File: src/setf_map.vh
`ifndef SETF_MAP_VH
`define SETF_MAP_VH

// ----------------------------------------------------------------
// register offsets (byte addresses)
// ----------------------------------------------------------------
`define SETF_OFS_CTRL 12'h000
`define SETF_OFS_XTRA 12'h004
`define SETF_OFS_COUNT 12'h008
`define SETF_OFS_STAT 12'h00c

// ----------------------------------------------------------------
// control register fields and reset values
// ----------------------------------------------------------------
`define SETF_CTRL_EVT_HI 7
`define SETF_CTRL_EVT_LO 0
`define SETF_CTRL_UMASK_HI 15
`define SETF_CTRL_UMASK_LO 8
`define SETF_CTRL_CTR_HI 18
`define SETF_CTRL_CTR_LO 16
`define SETF_CTRL_EN 22
`define SETF_CTRL_RST 32'h00000000
`define SETF_XTRA_RST 32'h00000000

// ----------------------------------------------------------------
// event codes
// ----------------------------------------------------------------
`define SETF_EVT_LOCAL_SNP 8'h5d
`define SETF_EVT_MISC_SNP 8'h6b
`define SETF_EVT_TRK_INS 8'h35
`define SETF_INS_MAX_CTR 3'h3

// ----------------------------------------------------------------
// extended qualifier fields
// ----------------------------------------------------------------
`define SETF_X_HIT 0
`define SETF_X_MISS 1
`define SETF_X_DDR 2
`define SETF_X_PMM 3
`define SETF_X_HBM 4
`define SETF_X_MMIO 5
`define SETF_X_MMCFG 6
`define SETF_X_LOCAL 7
`define SETF_X_REMOTE 8
`define SETF_X_NEARMEM 10
`define SETF_X_NOTNEAR 11
`define SETF_X_NONCOH 12
`define SETF_X_ISOC 13
`define SETF_X_OPC_MATCH 17
`define SETF_X_ORIG_MATCH 18
`define SETF_X_OPC_HI 29
`define SETF_X_OPC_LO 19

// ----------------------------------------------------------------
// snoop reply type codes on the pipeline port
// ----------------------------------------------------------------
`define SETF_RSP_INVALID 4'h0
`define SETF_RSP_SHARED 4'h1
`define SETF_RSP_INV_FWD 4'h2
`define SETF_RSP_SHR_FWD 4'h3
`define SETF_RSP_INV_WB 4'h4
`define SETF_RSP_SHR_WB 4'h5
`define SETF_RSP_FWD_WB 4'h6
`define SETF_RSP_CONFLICT 4'h7
`define SETF_RSP_CNFLCT_WBI 4'h8
`define SETF_RSP_PLAIN_FWD 4'h9
`define SETF_RSP_MTOI_FWDM 4'ha
`define SETF_RSP_MTOI_DATAM 4'hb
`define SETF_RSP_PTLFWD_SF 4'hc
`define SETF_RSP_PTLFWD_LLC 4'hd
`define SETF_RSP_PULLPTL_SF 4'he
`define SETF_RSP_PULLPTL_LLC 4'hf

`endif

File: src/setf_event_filter.v
// What this block does
// - With event 0x5d selected, snoop replies to locally originated requests are counted through the reply-type subevent bits.
// - Local reply subevent bit 0 picks invalid replies and bit 1 picks shared non-forwarding replies.
// - Local reply subevent bit 2 picks invalidate-forward replies and bit 3 picks shared-forward replies.
// - Local reply subevent bit 4 picks both invalidate and shared writeback replies.
// - Local reply subevent bit 5 picks forward-with-writeback replies, seen only in four-socket systems.
// - Local reply subevent bit 6 picks plain conflict and conflict-with-writeback-invalidate replies.
// - Local reply subevent bit 7 picks plain forward replies, seen only for current reads.
// - With event 0x6b selected, bits 0 to 5 pick the two modified-to-invalid and four partial forward/pull replies.
// - With event 0x35 selected, qualified tracker inserts are counted, at most one per cycle, only on counters 0-3.
// - Tracker inserts that carry no address are never counted.
// - Insert qualification is the OR of chosen queue bits ANDed with the OR of chosen hit and miss bits, or with 1 if neither is chosen.
// - With opcode match set, only inserts whose opcode equals extended bits 29 to 19 count.
// - With original opcode match set, the pre-conversion opcode is compared with those bits instead.
//
// The implementer's own choices: the APB register port and the placing of the registers.
`timescale 1ns/1ps
`include "setf_map.vh"

module setf_event_filter (
	input wire I_CLK,
	input wire I_SYS_RST,
	input wire I_PSEL,
	input wire I_PENABLE,
	input wire I_PWRITE,
	input wire [11:0] I_PADDR,
	input wire [31:0] I_PWDATA,
	output wire O_PREADY,
	output wire [31:0] O_PRDATA,
	output wire O_PSLVERR,
	input wire I_SNP_VALID,
	input wire I_SNP_LOCAL,
	input wire [3:0] I_SNP_TYPE,
	input wire I_INS_VALID,
	input wire I_INS_ADDRLESS,
	input wire [5:0] I_INS_QUEUE,
	input wire I_INS_HIT,
	input wire I_INS_DDR,
	input wire I_INS_PMM,
	input wire I_INS_HBM,
	input wire I_INS_MMIO,
	input wire I_INS_MMCFG,
	input wire I_INS_LOCAL_TGT,
	input wire I_INS_NEARMEM,
	input wire I_INS_NONCOH,
	input wire I_INS_ISOC,
	input wire [10:0] I_INS_OPC,
	input wire [10:0] I_INS_ORIG_OPC,
	output wire [7:0] O_CNT_INC
);

// ----------------------------------------------------------------
// state
// ----------------------------------------------------------------
reg [31:0] ctrl_q;
reg [31:0] xtra_q;
reg [31:0] count_q;
reg stat_blocked_q;
reg pready_q;
reg pslverr_q;
reg [31:0] prdata_q;
reg [7:0] inc_q;

wire [7:0] evt_code = ctrl_q[`SETF_CTRL_EVT_HI:`SETF_CTRL_EVT_LO];
wire [7:0] umask = ctrl_q[`SETF_CTRL_UMASK_HI:`SETF_CTRL_UMASK_LO];
wire [2:0] ctr_sel = ctrl_q[`SETF_CTRL_CTR_HI:`SETF_CTRL_CTR_LO];
wire evt_en = ctrl_q[`SETF_CTRL_EN];
wire [10:0] opc_ref = xtra_q[`SETF_X_OPC_HI:`SETF_X_OPC_LO];

// ----------------------------------------------------------------
// snoop reply decode
// ----------------------------------------------------------------
reg [7:0] local_vec;
reg [7:0] misc_vec;

always @* begin
	local_vec = 8'h00;
	misc_vec = 8'h00;
	case (I_SNP_TYPE)
	`SETF_RSP_INVALID: begin
		local_vec[0] = 1'b1;
	end
	`SETF_RSP_SHARED: begin
		local_vec[1] = 1'b1;
	end
	`SETF_RSP_INV_FWD: begin
		local_vec[2] = 1'b1;
	end
	`SETF_RSP_SHR_FWD: begin
		local_vec[3] = 1'b1;
	end
	`SETF_RSP_INV_WB, `SETF_RSP_SHR_WB: begin
		local_vec[4] = 1'b1;
	end
	`SETF_RSP_FWD_WB: begin
		local_vec[5] = 1'b1;
	end
	`SETF_RSP_CONFLICT, `SETF_RSP_CNFLCT_WBI: begin
		local_vec[6] = 1'b1;
	end
	`SETF_RSP_PLAIN_FWD: begin
		local_vec[7] = 1'b1;
	end
	`SETF_RSP_MTOI_FWDM: begin
		misc_vec[0] = 1'b1;
	end
	`SETF_RSP_MTOI_DATAM: begin
		misc_vec[1] = 1'b1;
	end
	`SETF_RSP_PTLFWD_SF: begin
		misc_vec[2] = 1'b1;
	end
	`SETF_RSP_PTLFWD_LLC: begin
		misc_vec[3] = 1'b1;
	end
	`SETF_RSP_PULLPTL_SF: begin
		misc_vec[4] = 1'b1;
	end
	`SETF_RSP_PULLPTL_LLC: begin
		misc_vec[5] = 1'b1;
	end
	default: begin
		local_vec = 8'h00;
	end
	endcase
end

// only locally originated requests feed the local event
wire local_hit = I_SNP_VALID & I_SNP_LOCAL & (|(local_vec & umask));
wire misc_hit = I_SNP_VALID & (|(misc_vec[5:0] & umask[5:0]));

// ----------------------------------------------------------------
// tracker insert qualification
// ----------------------------------------------------------------
// the queue bits must be set by software; with none set nothing counts
wire queue_ok = |(I_INS_QUEUE & umask[5:0]);

wire hm_ok;
wire tgt_ok;
wire near_ok;

// hit and miss both clear means no hit/miss filtering at all
setf_pair_sel u_hm_sel (
	.i_pick_set(xtra_q[`SETF_X_HIT]),
	.i_pick_clr(xtra_q[`SETF_X_MISS]),
	.i_attr(I_INS_HIT),
	.o_pass(hm_ok)
);

// optional groups: an empty group does not filter
wire [4:0] mem_sel = {xtra_q[`SETF_X_MMCFG], xtra_q[`SETF_X_MMIO],
	xtra_q[`SETF_X_HBM], xtra_q[`SETF_X_PMM], xtra_q[`SETF_X_DDR]};
wire [4:0] mem_req = {I_INS_MMCFG, I_INS_MMIO, I_INS_HBM, I_INS_PMM,
	I_INS_DDR};
wire mem_ok = ~(|mem_sel) | (|(mem_sel & mem_req));

setf_pair_sel u_tgt_sel (
	.i_pick_set(xtra_q[`SETF_X_LOCAL]),
	.i_pick_clr(xtra_q[`SETF_X_REMOTE]),
	.i_attr(I_INS_LOCAL_TGT),
	.o_pass(tgt_ok)
);

setf_pair_sel u_near_sel (
	.i_pick_set(xtra_q[`SETF_X_NEARMEM]),
	.i_pick_clr(xtra_q[`SETF_X_NOTNEAR]),
	.i_attr(I_INS_NEARMEM),
	.o_pass(near_ok)
);

wire nc_ok = ~xtra_q[`SETF_X_NONCOH] | I_INS_NONCOH;
wire isoc_ok = ~xtra_q[`SETF_X_ISOC] | I_INS_ISOC;

// original opcode takes precedence when both match bits are set
wire [10:0] opc_cmp = xtra_q[`SETF_X_ORIG_MATCH] ? I_INS_ORIG_OPC :
	I_INS_OPC;
wire opc_en = xtra_q[`SETF_X_OPC_MATCH] | xtra_q[`SETF_X_ORIG_MATCH];
wire opc_ok = ~opc_en | (opc_cmp == opc_ref);

wire ins_hit = I_INS_VALID & ~I_INS_ADDRLESS & queue_ok & hm_ok &
	mem_ok & tgt_ok & near_ok & nc_ok & isoc_ok & opc_ok;

// ----------------------------------------------------------------
// increment selection
// ----------------------------------------------------------------
wire ins_ctr_ok = (ctr_sel <= `SETF_INS_MAX_CTR);
reg evt_hit;

always @* begin
	case (evt_code)
	`SETF_EVT_LOCAL_SNP: begin
		evt_hit = local_hit;
	end
	`SETF_EVT_MISC_SNP: begin
		evt_hit = misc_hit;
	end
	`SETF_EVT_TRK_INS: begin
		evt_hit = ins_hit & ins_ctr_ok;
	end
	default: begin
		evt_hit = 1'b0;
	end
	endcase
end

wire inc_now = evt_en & evt_hit;
wire blocked = evt_en & (evt_code == `SETF_EVT_TRK_INS) & ~ins_ctr_ok;

// ----------------------------------------------------------------
// apb slave, one wait-free access cycle after setup
// ----------------------------------------------------------------
wire setup = I_PSEL & ~I_PENABLE & ~pready_q;
wire access = I_PSEL & I_PENABLE & pready_q;
wire wr = access & I_PWRITE;

reg [31:0] rd_mux;
reg rd_err;

always @* begin
	rd_err = 1'b0;
	case (I_PADDR)
	`SETF_OFS_CTRL: begin
		rd_mux = ctrl_q;
	end
	`SETF_OFS_XTRA: begin
		rd_mux = xtra_q;
	end
	`SETF_OFS_COUNT: begin
		rd_mux = count_q;
	end
	`SETF_OFS_STAT: begin
		rd_mux = {31'h0, stat_blocked_q};
	end
	default: begin
		rd_mux = 32'h00000000;
		rd_err = 1'b1;
	end
	endcase
end

always @(posedge I_CLK) begin
	if (I_SYS_RST) begin
		pready_q <= 1'b0;
		pslverr_q <= 1'b0;
		prdata_q <= 32'h00000000;
	end else begin
		pready_q <= setup;
		pslverr_q <= setup & rd_err;
		if (setup & ~I_PWRITE) begin
			prdata_q <= rd_mux;
		end
	end
end

// ----------------------------------------------------------------
// configuration, tally and increment output
// ----------------------------------------------------------------
always @(posedge I_CLK) begin
	if (I_SYS_RST) begin
		ctrl_q <= `SETF_CTRL_RST;
		xtra_q <= `SETF_XTRA_RST;
		count_q <= 32'h00000000;
		stat_blocked_q <= 1'b0;
		inc_q <= 8'h00;
	end else begin
		if (wr & (I_PADDR == `SETF_OFS_CTRL)) begin
			ctrl_q <= I_PWDATA;
		end
		if (wr & (I_PADDR == `SETF_OFS_XTRA)) begin
			xtra_q <= I_PWDATA;
		end
		// a same-cycle increment is counted on top of the software clear, leaving the tally at 1
		if (inc_now) begin
			if (wr & (I_PADDR == `SETF_OFS_COUNT)) begin
				count_q <= 32'h00000001;
			end else begin
				count_q <= count_q + 32'h00000001;
			end
		end else if (wr & (I_PADDR == `SETF_OFS_COUNT)) begin
			count_q <= 32'h00000000;
		end
		stat_blocked_q <= blocked;
		// one pulse per cycle at most, routed to the chosen counter
		inc_q <= inc_now ? (8'h01 << ctr_sel) : 8'h00;
	end
end

assign O_PREADY = pready_q;
assign O_PRDATA = prdata_q;
assign O_PSLVERR = pslverr_q;
assign O_CNT_INC = inc_q;

endmodule // setf_event_filter

// ----------------------------------------------------------------
// two-way qualifier pair
// ----------------------------------------------------------------
module setf_pair_sel (
	input wire i_pick_set,
	input wire i_pick_clr,
	input wire i_attr,
	output wire o_pass
);

// an empty pair leaves the group open so other filters stay usable alone
assign o_pass = ~(i_pick_set | i_pick_clr) | (i_pick_set & i_attr) |
	(i_pick_clr & ~i_attr);

endmodule // setf_pair_sel

File: config.mk
export PLATFORM = sky130hd
export DESIGN_NAME = setf_event_filter
export DESIGN_NICKNAME = d
export VERILOG_FILES = /design/src/setf_event_filter.v
export VERILOG_INCLUDE_DIRS = /design/src
export SDC_FILE = /design/constraint.sdc
export NUM_CORES = 1
export LEC_CHECK = 0
export BUFFER_PORTS_ARGS = -buffer_cell sky130_fd_sc_hd__buf_2
export CORE_UTILIZATION = 56
export DETAILED_ROUTE_END_ITERATION = 6
export GPL_TIMING_DRIVEN = 0
export PLACE_DENSITY = 0.86
export SLEW_MARGIN = 25
export SYNTH_ARGS = -nofsm -noshare
export SYNTH_HDL_FRONTEND = slang
export SYNTH_HIERARCHICAL = 1
export SYNTH_SLANG_ARGS = --single-unit
File: constraint.sdc
create_clock -name I_CLK -period 8.6 [get_ports I_CLK]
set_input_delay 2.15 -clock I_CLK [delete_from_list [all_inputs] [get_ports I_CLK]]
set_output_delay 2.15 -clock I_CLK [all_outputs]
set_load 0.01 [all_outputs]
==> results of run 1 <==
worst paths after layout:
kind / startpoint / to / depth (start not counted)
worst max register to register: xtra_q[18]$_SDFFE_PP0P_ / O_CNT_INC[0]$_SDFF_PP0_ / 9
worst min-delay path: O_PRDATA[18]$_SDFFE_PP0P_ / O_PRDATA[18]$_SDFFE_PP0P_ / 2
worst min register to register: O_PRDATA[18]$_SDFFE_PP0P_ / O_PRDATA[18]$_SDFFE_PP0P_ / 2
worst max-delay path: I_PADDR[7] / ctrl_q[30]$_SDFFE_PP0P_ / 9
through the flow:
step                total power (W)  hold slack (ns)  worst slack (ns)  instance area (sq um)
global route                0.00154            0.472              3.86                   8080
detailed placement         0.000724            0.443              3.65                   7450
finish                      0.00150            0.450              4.03                   8080
floorplan                  0.000689            0.436              4.21                   6600
global placement           0.000723            0.437              2.99                   7440
CTS                         0.00150            0.451              4.09                   8080
power by group through the flow:
stage          clock (W)  sequential (W)  combinational [W]
6_report        0.000787        0.000644          0.0000675
2_1_floorplan          0        0.000659          0.0000301
3_3_place_gp           0        0.000659          0.0000648
5_1_grt         0.000824        0.000644          0.0000721
3_5_place_dp           0        0.000659          0.0000655
4_1_cts         0.000790        0.000644          0.0000663
cells in the final DEF (no fill, tap or decap), types with 16 or more instances in the layout:
cell	n
o31ai_1	28
nand2_1	215
clkbuf_1	58
clkbuf_16	17
or4_1	28
dfxtp_1	139
mux2i_1	44
a21oi_1	134
o21ai_0	31
buf_2	137
nand3_1	50
nor2_1	16
state kept, by name (all words and copies together) (netlist names):
signal / flops
O_CNT_INC: 8
xtra_q: 32
count_q: 32
stat_blocked_q: 1
O_PREADY: 1
ctrl_q: 32
O_PRDATA: 32
O_PSLVERR: 1
critical path, stage by stage:
cell,delay [ns]
buf_2,0.09
or4_1,0.52
nor4_2,0.48
buf_2,0.25
nand2_1,0.11
nor3_1,0.59
clkbuf_1,0.44
nand2_1,0.13
a21oi_1,0.14
cell type report:
type                            instances  area share [%]
Multi-Input combinational cell        638            43.6
Clock buffer                           19            5.48
Timing Repair Buffer                  134            8.30
Sequential cell                       139            34.4
Tap cell                              143            2.21
Inverter                                7           0.325
Clock inverter                         13            2.34
Buffer                                 66            3.30
logic make-up after synthesis:
family | after synthesis | synth area share, %
compound gates | 209 | 17.5
fa+ha+maj | 1 | 0.190
xor+xnor | 11 | 1.46
flops | 139 | 42.2
mux | 48 | 7.87
simple gates | 369 | 26.3
buf+inv | 73 | 4.44
layer usage:
metal	wire length [microns]	global-route usage, %	vias to the layer above	share of wire, %
met5	0	0	-	0
met4	626	13.4	0	3.2
met3	1810	7.90	55	9.2
met2	9280	51.6	361	47
met1	7970	41.9	3195	40
li1	-	-	3310	-
==> results.cfg, run 1 <==
[power]
clockPowerShare_pct = 52.5
p_comb_share_pct = 4.5
vdd_drop_max_v = 0.000145
p_switching_w = 0.000333
swShare_pct = 22.2
p_int_w = 0.00117
p_seq_share_pct = 43.0
leakagePower_nw = 2.87
power_density_nw_per_um2 = 185

[clocking]
ctsResizeCount = 0
cts_tree = yes
clock_path_buffers = 2
cts.clk_slew.worst_paths_ns = 0.06
cts-buffers-inserted = 17
clkLatencyLatePin_ns = 0.43
ctsHtreeMaxLevel = 4
clock_sinks = 139
cts_setup_buffers = 0
cts_root_buf = clkbuf_16
ctsHoldBuffers = 0

[timing]
finalHoldViolations = 0
tns_ns = 0
fin_crit_ns = 4.57
rsz0062_at_grt = false
clock.fmax_mhz = 219
relSlewSlack_pct = 40.1
worst_pin_slew_ns = 0.887
finalSetupViolCount = 0
final.period_utilization_pct = 53.1
drv_slew = 0
clock_skew_ns = 0.00812

[final_layout]
drive_gt1_share_pct = 17.6
area_delta_synth_final_pct = 22.6
diodes = 0
regArea_sq_um = 2780
multi_input_comb_area_sq_um = 3530
instances_no_fill = 1159
final_core_util_pct = 70.5
nets = 1099
fillers = 919

[route]
remaining_drc_errors = 0
drt-initial-drc-count = 524
drt-pass1-iter-count = 5
ant_nets = 0
routed_via_density = 5.97
drt_wl_total_microns = 19700
vias = 6921
wl_per_cell_microns = 17.0

[worst_setup_path]
path_class = in2reg
crit_path_start_kind = primary input
worstPathArrival_ns = 4.92
cp_max_fo = 10
r2r_slack_ns = 5.48
worstPathRequired_ns = 8.95
cp-end-kind = flop

[floorplanning]
core.rowCount = 39
core-area_sq_um = 11500
initial_core_util_pct = 57.5
io_pins = 137
die_w_microns = 111
die-area_sq_um = 12200
die_h_microns = 111

[global_routing]
grt.overflow.total = 0
first_global_vias = 6361
antenna_found_initial = 0
grt_usage_pct = 32.4
grt_pass1_wl_microns = 31400
grt_start_max_net_pins = 17

[run]
cap_violations = 0

[placed_design]
dp_cells = 1127
routabilityCongestion = 0.896
post-dp-hpwl_microns = 14100
placement.io_buffers = 133

[synthesis]
async_reset_ff_share_pct = 0
syn_nets = 946
synth_most_common_cell = nand2_1
syn_area_per_cell_sq_um = 7.76
synth-edff-count = 0
syn_area_sq_um = 6600
ys.flop_type = dfxtp_1
synth_common_cells = 215 x nand2_1, 139 x dfxtp_1, 134 x a21oi_1
synth_cell_type_count = 42
yosysTopAreaCellShare_pct = 42.2
yosysWarningCount = 6
netlist_instances = 850
synth_seq_area_share_pct = 42.2
yosysTopAreaCell = dfxtp_1
ys_ff_latch = 139
synth_area_leaders = dfxtp_1 42%, nand2_1 12%, a21oi_1 10%, mux2i_1 6.7%, nand3_1 3.8%

[run_status]
status = finished, final reports clean

[worst_hold_path]
min_path_type = reg2reg
Note: power is estimated with default switching activity, not from simulation.
==> inputs of run 2 (changes only) <==
- ABC_AREA: not set -> 1
- PLACE_DENSITY: 0.86 -> 0.85
- clock period: 8.6 -> 4.8 ns (I/O delays scaled with it)
==> run 2 against run 1 <==
  * Global-route usage is 2.8 points higher
  * Setup slack worse by 2.2 ns
  * Largest cell class unchanged
  * Critical endpoint is now O_PRDATA[23]$_SDFFE_PP0P_
  * Clock skew is 0.0021 ns lower
  * Critical path depth is 1 higher
==> results.cfg, run 2 <==
[floorplanning]
io_pins = 137
core.rowCount = 41
initial_core_util_pct = 57.6
die_w_microns = 116
die-area_sq_um = 13500
core-area_sq_um = 12700
die_h_microns = 116

[timing]
finalSetupViolCount = 0
clock_skew_ns = 0.00598
relSlewSlack_pct = 52.9
worst_pin_slew_ns = 0.700
rsz0062_at_grt = false
setup_slack_ns = 1.80
fin_crit_ns = 3.00
finalHoldViolations = 0
drv_slew = 0
holdWs_ns = 0.453
clock.fmax_mhz = 333
final.period_utilization_pct = 62.5
tns_ns = 0

[synthesis]
synth_cell_type_count = 32
syn_nets = 1215
syn_area_sq_um = 7300
synth_top_family_by_area = simple AND/OR/NAND/NOR gates
synth_common_cells = 237 x nand2_1, 154 x inv_1, 139 x dfxtp_1
synthAdderAreaFrac_pct = 0.171
synth_most_common_cell = nand2_1
netlist_instances = 1119
ys.flop_type = dfxtp_1
synth-simple-area-share_pct = 29.3
yosysWarningCount = 6
yosysTopAreaCellShare_pct = 38.1
synth_area_leaders = dfxtp_1 38%, nand2_1 12%, a21oi_1 8.6%, inv_1 7.9%, o21ai_0 6.5%
async_reset_ff_share_pct = 0
synth_seq_area_share_pct = 38.1
yosysTopAreaCell = dfxtp_1
ys_ff_latch = 139
synth-edff-count = 0
syn_area_per_cell_sq_um = 6.53
synth_xor_xnor_area_share_pct = 2.16
muxShareOfSynthArea_pct = 0
synth_compound_area_share_pct = 18.5

[final_layout]
instances_no_fill = 1459
fillers = 1111
area_delta_synth_final_pct = 20.2
drive_gt1_share_pct = 14.6
mostFrequentLayoutCell = nand2_1
layout_common_cells = 237 x nand2_1, 154 x inv_1, 142 x buf_2
fin_area_sq_um = 8780
nets = 1370

[clocking]
cts.clk_slew.worst_paths_ns = 0.06
cts_tree = yes
cts_root_buf = clkbuf_16
ctsHoldBuffers = 0
clock_sinks = 139
cts_setup_buffers = 0
clkLatencyLatePin_ns = 0.43
ctsResizeCount = 0
cts-buffers-inserted = 17
clock_path_buffers = 2
ctsHtreeMaxLevel = 4

[worst_setup_path]
cp_common_cell = nor2_1
cp-end-kind = flop
path_class = in2reg
cp_max_fo = 10
path_delay_family = simple AND/OR/NAND/NOR gates
path_cells = buf_2 > nor2_1 > nand2_1 > nor2_1 > buf_2 > nand2_1 > nor2_1 > clkbuf_1 > o21ai_0 > a21oi_1
crit_path_top_delay_cell = clkbuf_1
critPathMaxStageDelay_ns = 0.46
crit_path_start_kind = primary input
worstPathRequired_ns = 5.16
worstPathArrival_ns = 3.36
crit_buf_inv = 3

[route]
drt_wl_total_microns = 23400
drt-pass1-iter-count = 6
ant_nets = 0
remaining_drc_errors = 0
wl_per_cell_microns = 16.1
highest_layer = met4
drt-initial-drc-count = 1064
wl_met2_microns = 10600
routed_via_density = 5.68
met1_length_microns = 9630
vias = 8291
dr_wl_met3_microns = 2390

[global_routing]
grt.overflow.total = 0
grt_start_max_net_pins = 17
first_global_vias = 7257
grt_pass1_wl_microns = 36000
antenna_found_initial = 0
grt_usage_pct = 35.2

[power]
leakagePower_nw = 3.53
power_density_nw_per_um2 = 291
vdd_drop_max_v = 0.000289

[run_status]
status = finished, final reports clean

[placed_design]
dp_slack_ns = 1.51
placement.io_buffers = 136
placed_area_sq_um = 8200
dp_cells = 1427
post-dp-hpwl_microns = 17700
routabilityCongestion = 0.980

[worst_hold_path]
min_path_type = reg2reg

[run]
cap_violations = 0
==> run 2: cell types whose count changed in the layout (fill, tap and decap cells not counted), sizes merged, moves of 35 or more <==
| cell | previous run | this run |
|---|---|---|
| inv | 11 | 158 |
| nor2 | 16 | 94 |
| o21ai | 36 | 96 |
| mux2i | 44 | 0 |
| nand4 | 4 | 39 |
==> run 2: area by class of cell <==
cell class	count	area, sq um	share of cell area [%]
Clock inverter	6	60.1	0.684
Sequential cell	139	2780	31.7
Buffer	54	251	2.87
Antenna cell	1	2.50	0.0285
Inverter	160	606	6.90
Multi-Input combinational cell	766	3660	41.7
Timing Repair Buffer	136	681	7.76
Tap cell	172	215	2.45
Clock buffer	25	515	5.87
==> run 2: per-stage QoR <==
| step | power, W | util (%) |
|---|---|---|
| 2_1_floorplan | 0.00123 | - |
| 3_3_place_gp | 0.00129 | 64.7 |
| 3_5_place_dp | 0.00129 | 64.7 |
| 4_1_cts | 0.00255 | 69.2 |
| 5_1_grt | 0.00262 | 69.2 |
| 6_report | 0.00255 | 69.3 |
==> run 2: worst paths after layout <==
| path | from | end | slack (ns) | cells past startpoint |
|---|---|---|---|---|
| hold / removal | ctrl_q[28]$_SDFFE_PP0P_ | ctrl_q[28]$_SDFFE_PP0P_ | 0.45 | 2 |
| setup / recovery | I_PADDR[9] | O_PRDATA[23]$_SDFFE_PP0P_ | 1.80 | 10 |
| hold reg to reg | ctrl_q[28]$_SDFFE_PP0P_ | ctrl_q[28]$_SDFFE_PP0P_ | 0.45 | 2 |
| setup reg to reg | count_q[0]$_SDFFE_PP0P_ | count_q[24]$_SDFFE_PP0P_ | 2.48 | 11 |
==> run 2: worst min-delay path, stage by stage (launching register included) <==
cell	delay, ns
dfxtp_1	0.30
inv_1	0.06
a21oi_1	0.05
==> run 2: cell families after synthesis <==
| family | Yosys count |
|---|---|
| compound gates | 256 |
| xor+xnor | 18 |
| fa+ha+maj | 1 |
| buf+inv | 214 |
| flops | 139 |
| simple gates | 491 |
==> run 2: layer usage <==
layer  up-vias  global-route usage [%]
met5         -                       0
met4         0                    16.0
met3        72                    6.95
met2       525                    57.0
met1      3705                    45.4
li1       3989                       -
==> run 2: where the power goes <==
part           switching (W)  internal [W]  leakage (nW)
clock network       0.000490      0.000789         0.281
logic              0.0000717     0.0000463          2.13
registers        0.000000331       0.00115          1.12
